File: config.mk
export PLATFORM = sky130hd
export DESIGN_NAME = ubd_top
export DESIGN_NICKNAME = d
export VERILOG_FILES = /design/src/ubd_pkg.sv /design/src/ubd_top.sv
export VERILOG_INCLUDE_DIRS = /design/src
export SDC_FILE = /design/constraint.sdc
export NUM_CORES = 1
export LEC_CHECK = 0
export BUFFER_PORTS_ARGS = -buffer_cell sky130_fd_sc_hd__buf_2
export CAP_MARGIN = 20
export CORE_MARGIN = 4
export CORE_UTILIZATION = 50
export CTS_CLUSTER_SIZE = 10
export DETAILED_ROUTE_END_ITERATION = 8
export HOLD_SLACK_MARGIN = 0.02
export PLACE_DENSITY = 0.77
export SLEW_MARGIN = 20
export SYNTH_ARGS = -nofsm -noshare
export SYNTH_HDL_FRONTEND = slang
export SYNTH_SLANG_ARGS = --single-unit
File: constraint.sdc
create_clock -name clk_i -period 2.3 [get_ports clk_i]
set_input_delay 0.23 -clock clk_i [delete_from_list [all_inputs] [get_ports clk_i]]
set_output_delay 0.23 -clock clk_i [all_outputs]
set_load 0.005 [all_outputs]
File: src/ubd_params.svh
// register indices, field positions, event codes and reset values for bank 0
`ifndef UBD_PARAMS_SVH
`define UBD_PARAMS_SVH

// register indices; byte address is four times the index
`define UBD_IDX_DATA     4'h0
`define UBD_IDX_IRQEN    4'h1
`define UBD_IDX_EVID     4'h2
`define UBD_IDX_LINECTL  4'h3
`define UBD_IDX_MODEMCTL 4'h4
`define UBD_IDX_LINEST   4'h5
`define UBD_IDX_MODEMST  4'h6
`define UBD_IDX_SCRATCH  4'h7
`define UBD_IDX_MODE     4'h8
`define UBD_IDX_LAST     4'h8

// interrupt enable, event, mode and queue enable bit positions
`define UBD_IE_RX        0
`define UBD_IE_TX        1
`define UBD_IE_LS        2
`define UBD_IE_MS        3
`define UBD_IE_TXEMP     5
`define UBD_MODE_EXT     0
`define UBD_FIFOCTL_EN   0

// legacy event identification codes
`define UBD_EV_NONE      4'h1
`define UBD_EV_LS        4'h6
`define UBD_EV_RX        4'h4
`define UBD_EV_TOUT      4'hC
`define UBD_EV_TX        4'h2
`define UBD_EV_MS        4'h0

// reset values
`define UBD_RST_BYTE     8'h00
`define UBD_RST_WORD     32'h0000_0000

`endif

File: src/ubd_pkg.sv
// types shared by the bank 0 register block
package ubd_pkg;

    typedef enum logic {
        UBD_LEGACY,
        UBD_EXTENDED
    } ubd_mode_e;

    typedef struct packed {
        logic        pready;
        logic        pslverr;
        logic [31:0] prdata;
        logic [7:0]  irqen;
        ubd_mode_e   mode;
        logic        fifo_en;
        logic [7:0]  linectl;
        logic [7:0]  modemctl;
        logic [7:0]  scratch;
        logic [7:0]  rx_hold;
        logic        rx_full;
        logic [7:0]  tx_hold;
        logic        tx_valid;
        logic        thr_ev;
        logic        tx_push;
        logic        rx_pop;
        logic        irq;
    } ubd_state_s;

endpackage : ubd_pkg

File: src/ubd_top.sv
// bank 0 data port, interrupt enables and event identification over APB
`timescale 1ns/1ps
`include "ubd_params.svh"

module ubd_top
    import ubd_pkg::*;
#(
    parameter int AW = 8
) (
    // clock and reset
    input  wire logic          clk_i,
    input  wire logic          rst_n_i,
    // apb slave
    input  wire logic          psel_i,
    input  wire logic          penable_i,
    input  wire logic          pwrite_i,
    input  wire logic [AW-1:0] paddr_i,
    input  wire logic [31:0]   pwdata_i,
    input  wire logic [3:0]    pstrb_i,
    output logic               pready_o,
    output logic               pslverr_o,
    output logic [31:0]        prdata_o,
    // receiver side
    input  wire logic          rx_valid_i,
    input  wire logic [7:0]    rx_data_i,
    input  wire logic [7:0]    rx_fifo_data_i,
    output logic               rx_pop_o,
    // transmitter side
    input  wire logic          tx_ready_i,
    output logic               tx_valid_o,
    output logic               tx_push_o,
    output logic [7:0]         tx_data_o,
    // event sources
    input  wire logic          rx_level_i,
    input  wire logic          rx_timeout_i,
    input  wire logic          tx_low_i,
    input  wire logic          tx_empty_i,
    input  wire logic          line_status_event_i,
    input  wire logic          modem_status_event_i,
    input  wire logic [7:0]    line_status_i,
    input  wire logic [7:0]    modem_status_i,
    // control and interrupt
    output logic               fifo_enable_o,
    output logic               extended_o,
    output logic [7:0]         line_control_o,
    output logic [7:0]         modem_control_o,
    output logic               irq_o
);

    // the upper-bit decode needs at least one address bit above bit 5
    if (AW < 7) begin : g_aw_check
        $error("ubd_top: AW must be at least 7");
    end

    // ******************************************************
    // reset release
    // ******************************************************
    logic [1:0] rst_sync_q;
    logic       rst_n;

    always_ff @(posedge clk_i or negedge rst_n_i) begin
        if (!rst_n_i) begin
            rst_sync_q <= 2'b00;
        end else begin
            rst_sync_q <= {rst_sync_q[0], 1'b1};
        end
    end
    assign rst_n = rst_sync_q[1];

    // ******************************************************
    // decode and events
    // ******************************************************
    ubd_state_s q;
    ubd_state_s d;
    logic [3:0] idx;
    logic       bad;
    logic       acc_ph;
    logic       done;
    logic [7:0] pend;
    logic [7:0] en;
    logic [3:0] code;
    logic [7:0] rd_byte;
    logic       rx_ev;
    logic       tx_ev;
    logic       ext;

    assign ext    = (q.mode == UBD_EXTENDED);
    assign idx    = paddr_i[5:2];
    assign bad    = (paddr_i[AW-1:6] != '0) || (paddr_i[1:0] != 2'b00)
                    || (idx > `UBD_IDX_LAST);
    assign acc_ph = psel_i && penable_i;
    // one wait state: the edge with pready high completes the transfer
    assign done   = acc_ph && q.pready && !q.pslverr;

    // legacy holding register empty clears on identification read
    assign rx_ev = q.fifo_en ? (rx_level_i || rx_timeout_i) : q.rx_full;
    assign tx_ev = q.fifo_en ? tx_low_i : (ext ? !q.tx_valid : q.thr_ev);

    always_comb begin
        pend                = 8'h00;
        pend[`UBD_IE_RX]    = rx_ev;
        pend[`UBD_IE_TX]    = tx_ev;
        pend[`UBD_IE_LS]    = line_status_event_i;
        pend[`UBD_IE_MS]    = modem_status_event_i;
        pend[`UBD_IE_TXEMP] = ext && tx_empty_i;
    end
    assign en = q.irqen & pend;

    // in legacy mode only the highest enabled source is reported
    always_comb begin
        if (en[`UBD_IE_LS]) begin
            code = `UBD_EV_LS;
        end else if (en[`UBD_IE_RX]) begin
            code = (q.fifo_en && rx_timeout_i && !rx_level_i)
                   ? `UBD_EV_TOUT : `UBD_EV_RX;
        end else if (en[`UBD_IE_TX]) begin
            code = `UBD_EV_TX;
        end else if (en[`UBD_IE_MS]) begin
            code = `UBD_EV_MS;
        end else begin
            code = `UBD_EV_NONE;
        end
    end

    // ******************************************************
    // read mux
    // ******************************************************
    always_comb begin
        case (idx)
            `UBD_IDX_DATA: begin
                rd_byte = q.fifo_en ? rx_fifo_data_i : q.rx_hold;
            end
            `UBD_IDX_IRQEN: begin
                rd_byte = q.irqen;
            end
            `UBD_IDX_EVID: begin
                // extended: flat pending bits, regardless of enables
                rd_byte = ext ? pend
                              : {q.fifo_en, q.fifo_en, 2'b00, code};
            end
            `UBD_IDX_LINECTL: begin
                rd_byte = q.linectl;
            end
            `UBD_IDX_MODEMCTL: begin
                rd_byte = q.modemctl;
            end
            `UBD_IDX_LINEST: begin
                rd_byte = line_status_i;
            end
            `UBD_IDX_MODEMST: begin
                rd_byte = modem_status_i;
            end
            `UBD_IDX_SCRATCH: begin
                rd_byte = q.scratch;
            end
            `UBD_IDX_MODE: begin
                rd_byte = {7'h00, ext};
            end
            default: begin
                rd_byte = 8'h00;
            end
        endcase
    end

    // ******************************************************
    // next state
    // ******************************************************
    always_comb begin
        d         = q;
        d.pready  = acc_ph && !q.pready;
        d.tx_push = 1'b0;
        d.rx_pop  = 1'b0;
        if (acc_ph && !q.pready) begin
            d.pslverr = bad;
            d.prdata  = bad ? `UBD_RST_WORD : {24'h00_0000, rd_byte};
        end else begin
            d.pslverr = 1'b0;
        end
        // read side effects
        if (done && !pwrite_i) begin
            if (idx == `UBD_IDX_DATA) begin
                d.rx_full = 1'b0;
                d.rx_pop  = q.fifo_en;
            end
            if (idx == `UBD_IDX_EVID && !ext && code == `UBD_EV_TX) begin
                d.thr_ev = 1'b0;
            end
        end
        // transmitter takes the holding byte
        if (!q.fifo_en && q.tx_valid && tx_ready_i) begin
            d.tx_valid = 1'b0;
        end
        if (done && pwrite_i && pstrb_i[0]) begin
            case (idx)
                `UBD_IDX_DATA: begin
                    d.tx_hold = pwdata_i[7:0];
                    d.thr_ev  = 1'b0;
                    if (q.fifo_en) begin
                        d.tx_push = 1'b1;
                    end else begin
                        d.tx_valid = 1'b1;
                    end
                end
                `UBD_IDX_IRQEN: begin
                    d.irqen = pwdata_i[7:0];
                end
                `UBD_IDX_EVID: begin
                    d.fifo_en = pwdata_i[`UBD_FIFOCTL_EN];
                end
                `UBD_IDX_LINECTL: begin
                    d.linectl = pwdata_i[7:0];
                end
                `UBD_IDX_MODEMCTL: begin
                    d.modemctl = pwdata_i[7:0];
                end
                `UBD_IDX_SCRATCH: begin
                    d.scratch = pwdata_i[7:0];
                end
                `UBD_IDX_MODE: begin
                    d.mode = pwdata_i[`UBD_MODE_EXT] ? UBD_EXTENDED
                                                     : UBD_LEGACY;
                end
                default: begin
                end
            endcase
        end
        // holding byte taken: the event set beats a data write clear
        if (!q.fifo_en && q.tx_valid && tx_ready_i) begin
            d.thr_ev = 1'b1;
        end
        // receiver loads holding register; arrival beats a read clear
        if (rx_valid_i && !q.fifo_en) begin
            d.rx_hold = rx_data_i;
            d.rx_full = 1'b1;
        end
        // upper enables are reserved outside extended mode
        if (d.mode == UBD_LEGACY) begin
            d.irqen[7:4] = 4'h0;
        end
        d.irq = |en;
    end

    always_ff @(posedge clk_i or negedge rst_n) begin
        if (!rst_n) begin
            q          <= '0;
            q.irqen    <= `UBD_RST_BYTE;
            q.mode     <= UBD_LEGACY;
            q.fifo_en  <= 1'b0;
            q.thr_ev   <= 1'b0;
            q.prdata   <= `UBD_RST_WORD;
        end else begin
            q <= d;
        end
    end

    assign pready_o        = q.pready;
    assign pslverr_o       = q.pslverr;
    assign prdata_o        = q.prdata;
    assign rx_pop_o        = q.rx_pop;
    assign tx_valid_o      = q.tx_valid;
    assign tx_push_o       = q.tx_push;
    assign tx_data_o       = q.tx_hold;
    assign fifo_enable_o   = q.fifo_en;
    assign extended_o      = ext;
    assign line_control_o  = q.linectl;
    assign modem_control_o = q.modemctl;
    assign irq_o           = q.irq;
endmodule : ubd_top

## After elaboration in Yosys (flattened, before gate mapping)

Cells that the tools add are included.

- Register bits after elaboration: 92
- Input port bits: 89
- Output and inout port bits: 64
- Word-level logic and storage cells: 106

- $lt $le $gt $ge: 1
- Equality and inequality tests: 11
- Muxes and demuxes: 35
- Bitwise operators: 1
- Reduce and logical (&&, ||, !) cells: 39

Operator list:

| cell | count |
|---|---|
| one-hot mux 8 bit (9 select lines) | 1 |
| two-way mux 8 bit | 7 |
| two-way mux 34 bit | 1 |
| two-way mux 1 bit | 19 |
| == test 4 x 3 -> 1 bit (second input constant) | 4 |
| two-way mux 4 bit | 4 |
| AND reduction 2 bit | 8 |
| logical AND 1 bit | 15 |
| == test 4 x 2 -> 1 bit (second input constant) | 3 |
| AND 8 x 6 -> 8 bit | 1 |
| nonzero test 2 bit | 4 |
| OR reduction 8 bit | 1 |
| logical NOT 1 bit | 7 |
| two-way mux 3 bit | 2 |
| == test 4 x 1 -> 1 bit (second input constant) | 1 |
| == test 4 bit (second input constant) | 1 |
| > comparator 4 bit (second input constant) | 1 |
| logical NOT 4 bit | 1 |
| inequality test 2 x 1 -> 1 bit (second input constant) | 2 |
| logical OR 1 bit | 3 |
| two-way mux 2 bit | 1 |

## Logic depth before layout (Yosys ltp)

- Depth after elaboration: 15
- Depth in mapped cells: 7
- Depth with buffers taken out: 4

## Worst setup path after synthesis

Ideal clock, no wire load.

- Path type: reg2reg
- From: register q (netlist bit pslverr_o)
- To: register q (netlist bit modem_control_o[0])
- Setup time: 0.125 ns
- Arrival time: 1.885 ns
- Required time: 2.175 ns
- Setup slack: 0.290 ns
- Cell stages (with the launch flop): 6
- Buffers on the path: 1
- Period minus slack after synthesis: 2.010 ns
- Path through: dfrtp_1 > nand4b_1 > or2_2 > buf_2 > nor4_4 > mux2_2

- Word-level cells in the longest chain between the ends: 5

Ends and longest elaborated chain:

| element | line | source |
|---|---|---|
| start: declaration | ubd_top.sv:73 | `ubd_state_s q;` |
| logical NOT 1 bit | ubd_top.sv:93 | `assign done = acc_ph && q.pready && !q.pslverr;` |
| logical AND 1 bit | ubd_top.sv:93 |  |
| logical AND 1 bit (2 in series) | ubd_top.sv:193 | `if (done && pwrite_i && pstrb_i[0]) begin` |
| AND reduction 2 bit (no line) | n/a |  |

No other way between the ends.
A chain may end at the register's enable or synchronous reset.

## Worst setup path after layout

- From: register q (netlist bit pslverr_o)
- To: register q[28] (netlist bit)

The elaborated chain is that of the path after synthesis.

==> flow_summary.json <==
{
  "async_flop_share_pct": 100,
  "dr.first_iter.drc_count": 190,
  "ios": 153,
  "max_slew.worst_pin.slew_ns": 0.690,
  "fmax_mhz": 484,
  "grt_pass1_vias": 3061,
  "internal-power_mw": 1.84,
  "p_switching_uw": 634,
  "wl_per_cell_um": 17.4,
  "floorplan.die_area_mm2": 0.00950,
  "leakage_nw": 2.28,
  "slew_viol_final": 0,
  "clock_path_buffers": 2,
  "cts.sinks": 68,
  "drive_above_1_share_pct": 43.5,
  "crit_type": "reg -> reg",
  "gp_congestion": 0.909,
  "start_kind": "register",
  "overflow": 0,
  "switching_share_pct": 25.6,
  "drc": 0,
  "portBuffers": 101,
  "via_per_inst": 5.41,
  "sequentialPowerShare_pct": 50.7,
  "regArea_mm2": 0.00170,
  "grt_usage_pct": 20.9,
  "hold_viol_final": 0,
  "dp_hpwl_mm": 7.59,
  "worstReg2RegEnd": "q[28]",
  "fp.dieW_um": 97.4,
  "required_ns": 2.53,
  "power_density_mw_per_mm2": 543,
  "vias": 2991,
  "clkSlewWorstSetupHoldPaths_ns": 0.07,
  "worstHoldStart": "rx_data_i[4]",
  "post_cts_resized": 0,
  "post-place-ws_ns": 0.271,
  "ys_seq_area_share_pct": 42.5,
  "finalCritPeriodShare_pct": 89.8,
  "crit_path_max_fanout": 8,
  "setup_tns_ns": 0,
  "multi_input_area_mm2": 0.00182,
  "ys_seq_elements": 68,
  "synth_area_mm2": 0.00400,
  "nets": 535,
  "grt_pass1_wl_mm": 15.6,
  "ys_top_cells_by_area": "dfrtp_1 43%, mux2_2 11%, buf_4 11%, mux2i_1 6.0%, mux2_4 2.6%",
  "synth_edf_count": 0,
  "hp-class": "in -> reg",
  "hold_path_depth": 2,
  "cts_tree": "yes",
  "post_cts.repair.setup_buffers": 0,
  "htreeDepth": 3,
  "syn2layout_area_growth_pct": 13.8,
  "root_buffer": "clkbuf_8",
  "synth.largest_area_cell": "dfrtp_1",
  "crit_start": "pslverr_o",
  "fillers": 692,
  "reg2reg_depth": 4,
  "avgSynthCellArea_um2": 11.0,
  "cp-end-kind": "register",
  "antennaDiodeCount": 0,
  "p_clk_share_pct": 37.3,
  "synth.distinct_cells": 58,
  "setup-violations-final": 0,
  "skew_ns": 0.00821,
  "detail-route-antenna-nets": 0,
  "r2r_setup_slack_ns": 0.23,
  "core.rowCount": 32,
  "synthCells": 364,
  "ys_warn_count": 0,
  "ctsHoldBuffers": 1,
  "start_util_pct": 51.5,
  "synth_top_cell_area_share_pct": 42.5,
  "p_comb_share_pct": 12.1,
  "crit_arrival_ns": 2.30,
  "ir_worst_vdd_mv": 0.410,
  "wl_mm": 9.64,
  "status": "finished clean",
  "reg2reg_from": "pslverr_o",
  "post-route-min-period_ns": 2.07,
  "first_pass_iters": 4,
  "insertion_delay_ns": 0.35,
  "cts-buffers-inserted": 9,
  "grt_max_degree": 36,
  "cap_violations": 0,
  "hold_end": "q[18]",
  "setup_ws_ns": 0.234,
  "rsz0062_at_grt": "false",
  "dieHeight_um": 97.4,
  "relSlewSlack_pct": 52.8,
  "antenna_found_initial": 0,
  "yosys_most_used_dff": "dfrtp_1",
  "coreArea_mm2": 0.00777
}
-- per-stage QoR --
| step | std cells | hold WS, ns | total power [mW] | cell area, µm² | util, % |
|---|---|---|---|---|---|
| after detailed placement | 536 | 0.0216 | 1.57 | 4360 | 56.1 |
| after global placement | 536 | 0.0188 | 1.57 | 4360 | 56.1 |
| after global routing | 553 | 0.105 | 2.59 | 4550 | 58.6 |
| after floorplan | 387 | -0.0656 | 1.48 | 4090 | - |
| final | 553 | 0.111 | 2.47 | 4550 | 58.6 |
| after CTS | 553 | 0.0952 | 2.50 | 4550 | 58.6 |
-- area by class of cell --
type / count / area share, %
Multi-Input combinational cell: 235 / 40.1
Sequential cell: 68 / 37.4
Timing Repair Buffer: 124 / 14.9
Clock buffer: 12 / 3.63
Tap cell: 102 / 2.80
Inverter: 8 / 0.660
Clock inverter: 4 / 0.495
-- metal layers --
layer,part of all wire [%],track usage (%)
met2,48,34.1
met4,1.9,6.92
met1,42,26.9
met3,7.8,5.67
met5,0,0
-- power groups by stage --
stage / clock (mW) / sequential [mW] / combinational (mW)
final: 0.921 / 1.25 / 0.299
after global routing: 1.00 / 1.26 / 0.330
after CTS: 0.948 / 1.25 / 0.300
after detailed placement: 0 / 1.28 / 0.298
after global placement: 0 / 1.27 / 0.293
after floorplan: 0 / 1.29 / 0.192
-- sequential cells by signal, summed over array words and instances (netlist names) --
register,cells
extended_o,1
fifo_enable_o,1
irq_o,1
line_control_o,8
modem_control_o,8
prdata_o,8
pready_o,1
pslverr_o,1
q,26
rst_sync_q,2
rx_pop_o,1
tx_data_o,8
tx_push_o,1
tx_valid_o,1
-- worst max path at each step --
stage / to / cells past startpoint
floorplan: extended_o / 0
global placement: q[50] / 6
detailed placement: q[27] / 4
CTS: q[29] / 4
global route: q[29] / 4
finish: q[28] / 4
-- cell usage in the layout (no fill, tap or decap), types with 5 or more instances in the layout --
cell,instances
a21oi_1,10
buf_2,101
buf_4,22
clkbuf_8,12
conb_1,25
dfrtp_1,67
inv_1,8
mux2_2,38
mux2_4,7
mux2i_1,24
nand2_1,9
nand2b_1,6
nand3b_1,10
nor2_1,12
nor2b_1,5
o21ai_0,14
o22ai_1,6
-- critical path, stage by stage, from the launching register on --
cell	delay, ns
dfrtp_1	0.37
nand4b_1	0.24
or2_2	0.42
nor3_4	0.51
mux2_2	0.40
-- cell families after synthesis --
logic type	count (synthesis)	share of synthesized area (%)
buffers and inverters	84	14.0
AOI/OAI and AO/OA	60	10.3
other	2	0.188
and+or+nand+nor	81	13.6
muxes	69	19.3
DFF	68	42.5
-- Yosys cell counts, drive strengths merged, types with 3 or more instances --
cell type / count
dfrtp: 68
buf: 66
mux2: 45
mux2i: 24
o21ai: 14
nor2: 12
a21oi: 10
clkbuf: 10
nand3b: 10
nand2: 9
inv: 8
nand2b: 6
o22ai: 6
nor2b: 5
nor4: 5
nand3: 4
or3b: 4
a211oi: 3
and3: 3
nand4b: 3
nor3: 3
nor3b: 3
nor4b: 3
or3: 3
Note: power is estimated with default switching activity, not from simulation.
